===== config.mk =====
export PLATFORM = sky130hd
export DESIGN_NAME = crs_regs
export DESIGN_NICKNAME = d
export VERILOG_FILES = /design/src/hdl/crs_pkg.sv /design/src/hdl/crs_regs.sv
export VERILOG_INCLUDE_DIRS = /design/src /design/src/hdl
export SDC_FILE = /design/constraint.sdc
export NUM_CORES = 1
export LEC_CHECK = 0
export ABC_AREA = 1
export BUFFER_PORTS_ARGS = -buffer_cell sky130_fd_sc_hd__buf_4
export CORE_ASPECT_RATIO = 0.8
export CORE_MARGIN = 3
export CORE_UTILIZATION = 33
export CTS_BUF_LIST = sky130_fd_sc_hd__clkbuf_4 sky130_fd_sc_hd__clkbuf_8 sky130_fd_sc_hd__clkbuf_16
export DETAILED_ROUTE_END_ITERATION = 6
export PLACE_DENSITY = 0.53
export SLEW_MARGIN = 20
export SYNTH_ARGS = -nofsm -noshare
export SYNTH_HDL_FRONTEND = slang
export SYNTH_SLANG_ARGS = --single-unit

===== constraint.sdc =====
create_clock -name clk -period 3.43 [get_ports clk]
set_input_delay 0.343 -clock clk [delete_from_list [all_inputs] [get_ports clk]]
set_output_delay 0.343 -clock clk [all_outputs]
set_load 0.01 [all_outputs]

===== src/hdl/crs_defs.svh =====
// Purpose: offsets, field positions and reset values of the cpu register state block
// Assumes: included by bare name from the design file; the package does not include it
// Notes: byte offsets on the register bus, one aligned 32-bit word each
`ifndef CRS_DEFS_SVH
`define CRS_DEFS_SVH

// ****************************************************************
// register bus offsets
// ****************************************************************
`define CRS_OFF_GPR_BASE 8'h00
`define CRS_OFF_CODE_SEG 8'h20
`define CRS_OFF_DATA_SEG 8'h24
`define CRS_OFF_STACK_SEG 8'h28
`define CRS_OFF_EXTRA_SEG 8'h2C
`define CRS_OFF_PSW 8'h30
`define CRS_OFF_FETCH_ADDR 8'h34
`define CRS_OFF_LAST 8'h34

// ****************************************************************
// reset values
// ****************************************************************
`define CRS_RST_CODE_SEG 16'hFFFF
`define CRS_RST_SEG 16'h0000
`define CRS_RST_IOFF 16'h0000
`define CRS_RST_PSW 16'h0000
`define CRS_RST_FETCH 20'hFFFF0

// ****************************************************************
// status word fields
// ****************************************************************
`define CRS_PSW_MASK 16'h0FD5
`define CRS_BIT_OVERFLOW 11
`define CRS_BIT_DIRECTION 10
`define CRS_BIT_INT_EN 9
`define CRS_BIT_TRACE 8
`define CRS_BIT_SIGN 7
`define CRS_BIT_ZERO 6
`define CRS_BIT_AUX 4
`define CRS_BIT_PARITY 2
`define CRS_BIT_CARRY 0

// ****************************************************************
// general register indices and bus answers
// ****************************************************************
`define CRS_IDX_ACC 3'h0
`define CRS_IDX_COUNT 3'h1
`define CRS_IDX_DATA 3'h2
`define CRS_RESP_OKAY 2'h0
`define CRS_RESP_SLVERR 2'h2

`endif


===== src/hdl/crs_pkg.sv =====
// Purpose: types shared by the cpu register state block and its users
// Assumes: crs_defs.svh holds every number except the alu kind encodings below
// Notes: nothing here is imported; users write crs_pkg::name
package crs_pkg;

  typedef enum logic [1:0] {
    CRS_ALU_ADD = 2'b00,
    CRS_ALU_SUB = 2'b01,
    CRS_ALU_LOGIC = 2'b10
  } crs_alu_e;

  // general register write port from the execution datapath
  typedef struct packed {
    logic we;
    logic [2:0] sel;
    logic byte_sel;
    logic high;
    logic [15:0] data;
  } crs_gpr_wr_s;

  typedef struct packed {
    logic we;
    logic [1:0] sel;
    logic [15:0] data;
  } crs_seg_wr_s;

  // outcome of one executed arithmetic or logic instruction
  typedef struct packed {
    logic valid;
    crs_alu_e kind;
    logic word;
    logic [15:0] a;
    logic [15:0] b;
    logic [15:0] res;
  } crs_alu_upd_s;

  typedef struct packed {
    logic set_dir;
    logic clr_dir;
    logic set_int;
    logic clr_int;
    logic psw_load;
    logic [15:0] psw_data;
  } crs_flag_ctl_s;

  typedef struct packed {
    logic [7:0][15:0] gpr;
    logic [3:0][15:0] seg;
    logic [15:0] psw;
    logic [15:0] ioff;
    logic [19:0] phys_addr;
    logic [19:0] fetch_addr;
    logic trace_trap;
    logic bvalid;
    logic [1:0] bresp;
    logic rvalid;
    logic [1:0] rresp;
    logic [31:0] rdata;
  } crs_state_s;

endpackage : crs_pkg


===== src/hdl/crs_regs.sv =====
// Purpose: architectural register state, status flags and address forming
// Assumes: one clock, datapath inputs synchronous, axi4-lite master keeps its protocol
// Notes: datapath writes win over bus writes to the same register in one cycle
//
// The placing of the registers and register access over AXI4-Lite are this design's own decisions.
`timescale 1ns/1ps
`include "crs_defs.svh"

// Contract
// RQ1: eight 16-bit general registers; first four also reachable as byte halves.
// RQ2: four 16-bit segment bases for code, data, stack and extra data.
// RQ3: reset loads code segment base with FFFF; segments span 64K.
// RQ4: reset clears data, stack and extra segment bases to zero.
// RQ5: instruction offset is 16 bits, resets to zero; first fetch at FFFF0.
// RQ6: instruction offset is not software visible; only bus unit and flow change it.
// RQ7: status word updated per instruction, resets zero, reserved bits read zero.
// RQ8: overflow flag bit 11 set on signed arithmetic overflow.
// RQ9: direction flag bit 10 set steps strings upward; own set and clear.
// RQ10: interrupt enable bit 9 gates maskable requests; own set and clear.
// RQ11: trace bit 8 set by flag load traps after following instruction, then each.
// RQ12: sign flag bit 7 equals result most significant bit.
// RQ13: zero flag bit 6 set when result is zero.
// RQ14: aux carry bit 4 set on carry or borrow across low nibble.
// RQ15: parity flag bit 2 set when low result byte has even ones.
// RQ16: carry flag bit 0 set on carry out of or borrow into msb.
// RQ17: forms 20-bit physical address from 16-bit segment and offset.
// RQ18: count low byte gives shift count; full count word counts loops.
// RQ19: accumulator and data word pair for word multiply and divide; data gives port.
// RQ20: physical address is segment shifted left four plus offset, twenty bits.
module crs_regs #(
  parameter int ADDR_W = 8
) (
  input wire logic clk,
  input wire logic rst_b,
  input wire logic [ADDR_W-1:0] s_axi_awaddr,
  input wire logic s_axi_awvalid,
  output logic s_axi_awready,
  input wire logic [31:0] s_axi_wdata,
  input wire logic [3:0] s_axi_wstrb,
  input wire logic s_axi_wvalid,
  output logic s_axi_wready,
  output logic [1:0] s_axi_bresp,
  output logic s_axi_bvalid,
  input wire logic s_axi_bready,
  input wire logic [ADDR_W-1:0] s_axi_araddr,
  input wire logic s_axi_arvalid,
  output logic s_axi_arready,
  output logic [31:0] s_axi_rdata,
  output logic [1:0] s_axi_rresp,
  output logic s_axi_rvalid,
  input wire logic s_axi_rready,
  input wire crs_pkg::crs_gpr_wr_s gpr_wr,
  input wire logic [2:0] gpr_rd_sel,
  input wire logic gpr_rd_byte,
  input wire logic gpr_rd_high,
  output logic [15:0] gpr_rd_data,
  input wire crs_pkg::crs_seg_wr_s seg_wr,
  input wire crs_pkg::crs_alu_upd_s alu_upd,
  input wire crs_pkg::crs_flag_ctl_s flag_ctl,
  input wire logic instr_done,
  input wire logic ioff_adv,
  input wire logic [2:0] ioff_step,
  input wire logic ioff_load,
  input wire logic [15:0] ioff_data,
  input wire logic [1:0] addr_seg_sel,
  input wire logic [15:0] addr_offset,
  input wire logic int_req,
  output logic int_accept,
  output logic [15:0] instruction_offset,
  output logic [19:0] phys_addr,
  output logic [19:0] fetch_addr,
  output logic [15:0] processor_status_word,
  output logic [15:0] code_segment_base,
  output logic [15:0] data_segment_base,
  output logic [15:0] stack_segment_base,
  output logic [15:0] extra_segment_base,
  output logic string_step_up,
  output logic trace_trap,
  output logic [7:0] shift_count_byte,
  output logic [15:0] count_word,
  output logic [15:0] accumulator_word,
  output logic [15:0] data_word,
  output logic [15:0] io_port_addr
);

  crs_pkg::crs_state_s st;
  crs_pkg::crs_state_s next_st;

  logic wr_fire;
  logic rd_fire;
  logic [15:0] wmask;
  logic [15:0] sum_w;
  logic [16:0] wide_sum;
  logic [8:0] byte_sum;
  logic carry_out;
  logic msb_a;
  logic msb_b;
  logic msb_r;
  logic [15:0] nib_carry;
  logic [15:0] flag_res;

  // ****************************************************************
  // bus handshake
  // ****************************************************************
  // both write channels are taken together; a pending answer blocks the next
  assign wr_fire = s_axi_awvalid && s_axi_wvalid && !st.bvalid;
  assign rd_fire = s_axi_arvalid && !st.rvalid;
  assign s_axi_awready = wr_fire;
  assign s_axi_wready = wr_fire;
  assign s_axi_arready = rd_fire;
  assign s_axi_bvalid = st.bvalid;
  assign s_axi_bresp = st.bresp;
  assign s_axi_rvalid = st.rvalid;
  assign s_axi_rresp = st.rresp;
  assign s_axi_rdata = st.rdata;
  // upper byte lanes fall outside 16-bit registers and are dropped
  assign wmask = {{8{s_axi_wstrb[1]}}, {8{s_axi_wstrb[0]}}};

  // ****************************************************************
  // flag arithmetic
  // ****************************************************************
  always_comb begin
    wide_sum = (alu_upd.kind == crs_pkg::CRS_ALU_SUB) ?
      ({1'b0, alu_upd.a} - {1'b0, alu_upd.b}) : ({1'b0, alu_upd.a} + {1'b0, alu_upd.b});
    byte_sum = (alu_upd.kind == crs_pkg::CRS_ALU_SUB) ?
      ({1'b0, alu_upd.a[7:0]} - {1'b0, alu_upd.b[7:0]}) :
      ({1'b0, alu_upd.a[7:0]} + {1'b0, alu_upd.b[7:0]});
    sum_w = wide_sum[15:0];
    flag_res = (alu_upd.kind == crs_pkg::CRS_ALU_LOGIC) ? alu_upd.res : sum_w;
    // borrow shows as the ninth or seventeenth bit of the difference too
    carry_out = alu_upd.word ? wide_sum[16] : byte_sum[8]; // RQ16
    msb_a = alu_upd.word ? alu_upd.a[15] : alu_upd.a[7];
    msb_b = alu_upd.word ? alu_upd.b[15] : alu_upd.b[7];
    msb_r = alu_upd.word ? flag_res[15] : flag_res[7];
    nib_carry = alu_upd.a ^ alu_upd.b ^ sum_w;
  end

  // ****************************************************************
  // next state
  // ****************************************************************
  always_comb begin
    next_st = st;
    next_st.trace_trap = 1'b0;

    if (st.bvalid && s_axi_bready) begin
      next_st.bvalid = 1'b0;
    end
    if (st.rvalid && s_axi_rready) begin
      next_st.rvalid = 1'b0;
    end

    // software writes; the instruction offset has no address at all
    if (wr_fire) begin // RQ6
      next_st.bvalid = 1'b1;
      next_st.bresp = `CRS_RESP_OKAY;
      if (s_axi_awaddr[1:0] != 2'h0) begin
        next_st.bresp = `CRS_RESP_SLVERR;
      end else if (s_axi_awaddr < `CRS_OFF_CODE_SEG) begin
        next_st.gpr[s_axi_awaddr[4:2]] = (st.gpr[s_axi_awaddr[4:2]] & ~wmask) |
          (s_axi_wdata[15:0] & wmask); // RQ1
      end else if (s_axi_awaddr < `CRS_OFF_PSW) begin
        next_st.seg[s_axi_awaddr[3:2]] = (st.seg[s_axi_awaddr[3:2]] & ~wmask) |
          (s_axi_wdata[15:0] & wmask); // RQ2
      end else if (s_axi_awaddr == `CRS_OFF_PSW) begin
        next_st.psw = ((st.psw & ~wmask) | (s_axi_wdata[15:0] & wmask)) &
          `CRS_PSW_MASK; // RQ7
      end else begin
        next_st.bresp = `CRS_RESP_SLVERR;
      end
    end

    if (rd_fire) begin
      next_st.rvalid = 1'b1;
      next_st.rresp = `CRS_RESP_OKAY;
      next_st.rdata = 32'h0000_0000;
      if (s_axi_araddr[1:0] != 2'h0) begin
        next_st.rresp = `CRS_RESP_SLVERR;
      end else if (s_axi_araddr < `CRS_OFF_CODE_SEG) begin
        next_st.rdata = {16'h0000, st.gpr[s_axi_araddr[4:2]]};
      end else if (s_axi_araddr < `CRS_OFF_PSW) begin
        next_st.rdata = {16'h0000, st.seg[s_axi_araddr[3:2]]};
      end else if (s_axi_araddr == `CRS_OFF_PSW) begin
        next_st.rdata = {16'h0000, st.psw & `CRS_PSW_MASK}; // RQ7
      end else if (s_axi_araddr == `CRS_OFF_FETCH_ADDR) begin
        next_st.rdata = {12'h000, st.fetch_addr};
      end else begin
        next_st.rresp = `CRS_RESP_SLVERR;
      end
    end

    // datapath register writes come after the bus so they win
    if (gpr_wr.we) begin
      if (gpr_wr.byte_sel && gpr_wr.high) begin
        next_st.gpr[{1'b0, gpr_wr.sel[1:0]}][15:8] = gpr_wr.data[7:0]; // RQ1
      end else if (gpr_wr.byte_sel) begin
        next_st.gpr[{1'b0, gpr_wr.sel[1:0]}][7:0] = gpr_wr.data[7:0]; // RQ1
      end else begin
        next_st.gpr[gpr_wr.sel] = gpr_wr.data; // RQ1
      end
    end
    if (seg_wr.we) begin
      next_st.seg[seg_wr.sel] = seg_wr.data; // RQ2
    end

    // ****************************************************************
    // status flags
    // ****************************************************************
    if (alu_upd.valid) begin // RQ7
      next_st.psw[`CRS_BIT_SIGN] = msb_r; // RQ12
      next_st.psw[`CRS_BIT_ZERO] = alu_upd.word ? (flag_res == 16'h0000) :
        (flag_res[7:0] == 8'h00); // RQ13
      next_st.psw[`CRS_BIT_PARITY] = ~^flag_res[7:0]; // RQ15
      if (alu_upd.kind == crs_pkg::CRS_ALU_LOGIC) begin
        next_st.psw[`CRS_BIT_CARRY] = 1'b0;
        next_st.psw[`CRS_BIT_OVERFLOW] = 1'b0;
        next_st.psw[`CRS_BIT_AUX] = 1'b0;
      end else begin
        next_st.psw[`CRS_BIT_CARRY] = carry_out; // RQ16
        next_st.psw[`CRS_BIT_AUX] = nib_carry[4]; // RQ14
        if (alu_upd.kind == crs_pkg::CRS_ALU_SUB) begin
          next_st.psw[`CRS_BIT_OVERFLOW] = (msb_a != msb_b) && (msb_r != msb_a); // RQ8
        end else begin
          next_st.psw[`CRS_BIT_OVERFLOW] = (msb_a == msb_b) && (msb_r != msb_a); // RQ8
        end
      end
    end
    if (flag_ctl.set_dir) begin
      next_st.psw[`CRS_BIT_DIRECTION] = 1'b1; // RQ9
    end else if (flag_ctl.clr_dir) begin
      next_st.psw[`CRS_BIT_DIRECTION] = 1'b0; // RQ9
    end
    if (flag_ctl.set_int) begin
      next_st.psw[`CRS_BIT_INT_EN] = 1'b1; // RQ10
    end else if (flag_ctl.clr_int) begin
      next_st.psw[`CRS_BIT_INT_EN] = 1'b0; // RQ10
    end
    // a whole-word flag load replaces everything, reserved bits forced low
    if (flag_ctl.psw_load) begin
      next_st.psw = flag_ctl.psw_data & `CRS_PSW_MASK; // RQ7
    end

    // the trace bit is sampled before this cycle's update, so the loading
    // instruction itself traps only if trace was already set, and the one after it does
    if (instr_done && st.psw[`CRS_BIT_TRACE]) begin
      next_st.trace_trap = 1'b1; // RQ11
    end

    // ****************************************************************
    // instruction offset and addresses
    // ****************************************************************
    if (ioff_load) begin
      next_st.ioff = ioff_data; // RQ6
    end else if (ioff_adv) begin
      next_st.ioff = st.ioff + {13'h0000, ioff_step}; // RQ6
    end
    next_st.phys_addr = {st.seg[addr_seg_sel], 4'h0} + {4'h0, addr_offset}; // RQ17 RQ20
    // from the reset segment and offset this gives the first fetch address
    next_st.fetch_addr = {next_st.seg[0], 4'h0} + {4'h0, next_st.ioff}; // RQ5 RQ20
  end

  // ****************************************************************
  // state register
  // ****************************************************************
  always_ff @(posedge clk or negedge rst_b) begin
    if (!rst_b) begin
      st <= '0;
      st.seg[0] <= `CRS_RST_CODE_SEG; // RQ3
      st.seg[1] <= `CRS_RST_SEG; // RQ4
      st.seg[2] <= `CRS_RST_SEG; // RQ4
      st.seg[3] <= `CRS_RST_SEG; // RQ4
      st.ioff <= `CRS_RST_IOFF; // RQ5
      st.psw <= `CRS_RST_PSW; // RQ7
      st.fetch_addr <= `CRS_RST_FETCH; // RQ5
    end else begin
      st <= next_st;
    end
  end

  // ****************************************************************
  // datapath views
  // ****************************************************************
  always_comb begin
    if (gpr_rd_byte && gpr_rd_high) begin
      gpr_rd_data = {8'h00, st.gpr[{1'b0, gpr_rd_sel[1:0]}][15:8]}; // RQ1
    end else if (gpr_rd_byte) begin
      gpr_rd_data = {8'h00, st.gpr[{1'b0, gpr_rd_sel[1:0]}][7:0]}; // RQ1
    end else begin
      gpr_rd_data = st.gpr[gpr_rd_sel];
    end
  end

  assign int_accept = int_req && st.psw[`CRS_BIT_INT_EN]; // RQ10
  assign string_step_up = st.psw[`CRS_BIT_DIRECTION]; // RQ9
  assign trace_trap = st.trace_trap;
  assign instruction_offset = st.ioff;
  assign phys_addr = st.phys_addr;
  assign fetch_addr = st.fetch_addr;
  assign processor_status_word = st.psw;
  assign code_segment_base = st.seg[0];
  assign data_segment_base = st.seg[1];
  assign stack_segment_base = st.seg[2];
  assign extra_segment_base = st.seg[3];
  assign shift_count_byte = st.gpr[`CRS_IDX_COUNT][7:0]; // RQ18
  assign count_word = st.gpr[`CRS_IDX_COUNT]; // RQ18
  assign accumulator_word = st.gpr[`CRS_IDX_ACC]; // RQ19
  assign data_word = st.gpr[`CRS_IDX_DATA]; // RQ19
  assign io_port_addr = st.gpr[`CRS_IDX_DATA]; // RQ19

endmodule : crs_regs


* Word level (Yosys, flattened, before mapping)
Index checks and enable logic that the tools add are counted.
** Storage, ports and cells
- Bits in registers :: 303
- Output and inout bits :: 268
- Logic and storage cells :: 206
** Operators by class
- Bitwise logic cells :: 10
- Reductions and logical operators :: 37
- Mux-type cells :: 88
- Equal/unequal tests :: 20
- Magnitude comparators :: 19
- $add $sub $neg :: 7
** Operator list (number)
- $bwmux W128 :: 4
- $mux W128 :: 4
- $mux W208 :: 2
- $mux W16 :: 20
- $bmux W16 S3 :: 3
- $bmux W16 S2 :: 4
- $bwmux W64 :: 2
- $demux W16 S2 :: 4
- $mux W64 :: 2
- $mux W20 :: 5
- $demux W16 S3 :: 2
- $mux W80 :: 1
- $and A16 B16 Y16 :: 3
- $add A20 B16 Y20 :: 2
- $mux W35 :: 1
- $lt A8 B6 Y1 const B :: 4
- $or A16 B16 Y16 :: 2
- $eq A8 B6 Y1 const B :: 3
- $ne A4 B4 Y1 const B :: 6
- $mux W1 :: 20
- $mux W2 :: 10
- $reduce_and A5 Y1 :: 4
- $add A16 B16 Y17 :: 1
- $mux W17 :: 1
- 30 further kinds :: 71

* Logic depth before layout (Yosys ltp)
- Word-level depth :: 13
- Depth in mapped cells :: 28
- Gate-level depth less buffers :: 28

* Worst setup path after synthesis
No wires, ideal clock.
- Path kind :: register to register
- Start :: register, netlist name fetch_addr[0]
- End :: register, netlist name fetch_addr[18]
- Cell stages (with the launch flop) :: 21
- Path buffers :: 0
- Required time :: 3.343 ns
- Library setup time :: 0.087 ns
- Period minus slack after synthesis :: 3.441 ns
- Setup slack :: -0.011 ns
- Data arrival time :: 3.354 ns
- Path through :: dfrtp_1 > ha_1 > inv_1 > fa_1 > inv_1 > nand2_1 > nand2_1 > nand2_1 > nor3_1 > nand2_1 > xor2_1 > o21ai_0 > ha_1 > nand3_1 > nand2_1 > a31oi_1 > o21ai_0 > a21boi_0 > o21ai_0 > nand3_1 > xor2_1

==> impl_metrics.yaml <==
floorplanning:
  die_height_um: 241
  ioPinCount: 487
  fp.dieW_um: 299
  die_area_um2: 72000
  initial_utilization_pct: 33.6
  placeableCoreArea_um2: 67600
  row_count: 85
clocking:
  cts_sinks: 278
  clkTransAtPathRegs_ns: 0.06
  h_tree_depth: 2
  clk-insertion-delay-late_ns: 0.56
  tritoncts: "yes"
  cts_max_path_buffers: 3
  cts-buffers-inserted: 36
  clock-root-buffer: "sky130_fd_sc_hd__clkbuf_16"
sta:
  skew_ns: 0.0245
  fmaxAchievable_mhz: 298
  setup_tns_ns: 0
  whs_ns: 0.0336
  timing.final.ws_setup_ns: 0.0733
  setup_repair_after_global_routing_missed_its_margin: "true"
  final_period_minus_worst_setup_slack_ns: 3.36
  relative_slew_margins_pct: 40.0
  setup_viol: 0
  final_hold_viol_count: 0
  worst_slew_pin_slew_ns: 0.897
  post-route-period-util_pct: 97.9
  slew_violations: 0
setup_path:
  critical_path.most_common_cell: "sky130_fd_sc_hd__buf_4"
  required_ns: 3.91
  worst-endpoint-arrival_ns: 3.84
  endpoint_kind: "flip-flop"
  path_cells: "ha_2 > inv_2 > fa_2 > inv_2 > nand2_4 > nand2_4 > nand2_4 > nor3_4 > buf_6 > nand4_1 > nand2_1 > o21ai_0 > ha_1 > buf_4 > a21oi_1 > o21ai_2 > nor2_2 > buf_4 > buf_4 > buf_4 > buf_4 > buf_4 > xnor2_2"
  reg2regPathDepth: 23
  timing.setup.critical_path_class: "flip-flop to flip-flop"
  setup.worst_path.end: "fetch_addr[11]$_DFF_PN1_"
  cp_max_fo: 3
  regToRegEndpoint: "fetch_addr[11]$_DFF_PN1_"
  worst_setup_path_startpoint: "fetch_addr[0]$_DFFE_PN0P_"
  r2r_slack_ns: 0.07
  regToRegStartpoint: "fetch_addr[0]$_DFFE_PN0P_"
  crit_path_start_kind: "flip-flop"
  worst_path_largest_cell_delay_ns: 0.35
  cp_max_delay_cell: "sky130_fd_sc_hd__dfrtp_1"
logic_synthesis:
  synth_seq_area_share_pct: 30.8
  synth_enable_flop_cells: 0
  dominantRegCellSynth: "sky130_fd_sc_hd__dfrtp_1"
  synth_most_common_cell: "sky130_fd_sc_hd__nand2_1"
  most_area_hungry_cell_type_in_the_yosys_netlist: "sky130_fd_sc_hd__dfrtp_1"
  number_of_warning_messages_in_the_yosys_log: 0
  synthesis.area_per_instance_um2: 6.93
  postSynthCellCount: 3273
  synthDistinctLibCells: 57
  yosys_register_bits: 278
  synth_largest_type_area_fraction_pct: 27.1
  synth-async-reset-ratio_pct: 100
  post_synth_instance_area_um2: 22700
  yosys-top-cells-area: "sky130_fd_sc_hd__dfrtp_1 (27%), sky130_fd_sc_hd__o21ai_0 (11%), sky130_fd_sc_hd__a21oi_1 (8.3%)"
  synth.cells.most_frequent: "sky130_fd_sc_hd__nand2_1 (493), sky130_fd_sc_hd__o21ai_0 (488), sky130_fd_sc_hd__inv_1 (389)"
routing:
  route.detailed.wl_per_inst_um: 24.2
  routed_via_density: 5.57
  drt-pass1-iter-count: 7
  wirelength_mm: 110
  via_count: 25293
  drt.antenna.violating_nets: 0
  drt_drc_violations_left: 0
  drtIter0Drc: 2731
flow_run:
  max_cap_viol_count: 0
power:
  power_density_nw_per_um2: 524
  power_after_layout_mw: 14.8
  p_leak_nw: 13.4
  vdd_ir_max_v: 0.000278
place:
  port-buffer-count: 440
  detailed_place.area_um2: 26400
  gp_routability_congestion: 0.956
  dp_worst_setup_slack_ns: -0.420
  detailedPlacementHpwl_mm: 84.1
finish:
  design_area_um2: 28200
  drive_gt1_share_pct: 23.9
  area_growth_pct: 24.2
  fillCellCount: 7169
  finish.net_count: 3872
hold_path:
  worst_hold_path_type: "input port to flip-flop"
grt:
  antenna_found_initial: 5
  globalRouteTotalUtil_pct: 29.5
  wire_length_of_the_first_global_routing_pass_mm: 160
  grt_start_max_net_pins: 77
  global_route.overflow_total: 0
  first_global_vias: 23950
status:
  run_status: "completed"
[worst max-delay path, delay by kind of cell (launching register included)]
kind | cells | cell delay [ns]
flip-flops | 1 | 0.35
adder cells (fa/ha/maj) | 3 | 0.87
AND/OR/NAND/NOR | 7 | 0.69
buffers and inverters | 9 | 0.92
XOR/XNOR | 1 | 0.11
AO/OA/AOI/OAI | 3 | 0.36
[report_power, final]
group | internal (mW) | switching (mW) | total, mW
registers | 4.07 | 0.751 | 4.82
logic | 2.40 | 3.27 | 5.66
clock network | 2.61 | 1.66 | 4.28
[metal layers]
layer	vias up	share of wire, %	GRT usage, %	wire [um]
li1	11628	-	-	-
met1	11998	43	41.3	47300
met5	-	0.039	0	43
met2	1432	43	45.2	47700
met4	6	3.7	10.8	4120
met3	229	9.8	5.94	10700
[state kept, by name, indices dropped and copies added (netlist names), 12 cells and up]
name                count
data_segment_base      16
fetch_addr             20
instruction_offset     12
st                     80
count_word             16
code_segment_base      16
extra_segment_base     16
stack_segment_base     16
data_word              16
accumulator_word       16
phys_addr              20
s_axi_rdata            20
[area by class of cell]
class,instances,area [um2],share of cell area (%)
timing repair buffer,682,5210,18.5
clock inverter,13,185,0.657
multi-input combinational,2196,12000,42.5
tap,913,1140,4.05
sequential,278,7000,24.8
inverter,407,1530,5.42
antenna,2,5.00,0.0178
clock buffer,53,1140,4.04
[cells by family after synthesis]
family                     after synthesis  share of synthesized area (%)
AOI/OAI and AO/OA                     1175                           29.4
DFF                                    278                           30.8
adders and majority gates               52                           3.00
muxes                                    2                         0.0882
xor gates and xnor gates                61                           2.35
other                                    1                         0.0165
and+or+nand+nor                        885                           16.4
buffers and inverters                  819                           17.8
[stage by stage]
step | std cells | utilization (%)
floorplan | 3293 | -
global placement | 4443 | 39.0
detailed placement | 4443 | 39.0
CTS | 4541 | 41.4
global route | 4544 | 41.7
finish | 4544 | 41.7
[cells in the final DEF (no fill, tap or decap), types with 7 or more instances in the layout]
cell / instances
sky130_fd_sc_hd__o221ai_1: 72
sky130_fd_sc_hd__a221oi_1: 9
sky130_fd_sc_hd__o21ai_0: 479
sky130_fd_sc_hd__nand2_1: 477
sky130_fd_sc_hd__nor3_1: 14
sky130_fd_sc_hd__dfstp_2: 32
sky130_fd_sc_hd__dfrtp_1: 246
sky130_fd_sc_hd__o31ai_2: 7
sky130_fd_sc_hd__inv_2: 15
sky130_fd_sc_hd__a21oi_1: 374
sky130_fd_sc_hd__nor2_2: 9
sky130_fd_sc_hd__xor2_1: 38
sky130_fd_sc_hd__ha_1: 43
sky130_fd_sc_hd__nand4_1: 16
sky130_fd_sc_hd__conb_1: 21
sky130_fd_sc_hd__buf_4: 666
sky130_fd_sc_hd__dlygate4sd3_1: 9
sky130_fd_sc_hd__o32ai_1: 7
sky130_fd_sc_hd__o211ai_1: 53
sky130_fd_sc_hd__a211oi_1: 12
sky130_fd_sc_hd__clkbuf_8: 12
sky130_fd_sc_hd__nand3_1: 173
sky130_fd_sc_hd__a311oi_1: 7
sky130_fd_sc_hd__o21ai_1: 22
sky130_fd_sc_hd__o22ai_1: 83
sky130_fd_sc_hd__nand2_2: 13
sky130_fd_sc_hd__clkbuf_16: 38
sky130_fd_sc_hd__xnor2_1: 21
sky130_fd_sc_hd__o21ai_2: 9
sky130_fd_sc_hd__nor2_1: 149
sky130_fd_sc_hd__a22oi_1: 11
sky130_fd_sc_hd__inv_1: 386
[how the worst min path moves through the flow]
stage	cells after the start	slack, ns	start	to
2_1_floorplan	0	0.05	rst_b	accumulator_word[0]$_DFF_PN0_
3_3_place_gp	1	0.35	rst_b	fetch_addr[1]$_DFFE_PN0P_
3_5_place_dp	1	0.35	rst_b	fetch_addr[1]$_DFFE_PN0P_
4_1_cts	3	0.008	flag_ctl[10]	processor_status_word[10]$_DFFE_PN0P_
5_1_grt	2	0.05	addr_offset[4]	phys_addr[4]$_DFF_PN0_
6_report	3	0.03	flag_ctl[10]	processor_status_word[10]$_DFFE_PN0P_
[timing repair]
item | 4_1_cts | 5_1_grt
setup buffers | 24 | 4
pin swaps | 18 | 27
endpoints found under the hold margin | 70 | 0
endpoints found under the setup margin | 4 | 10
resized for setup | 29 | 37
hold buffers | 9 | 0
(Power assumes the default switching activity.)
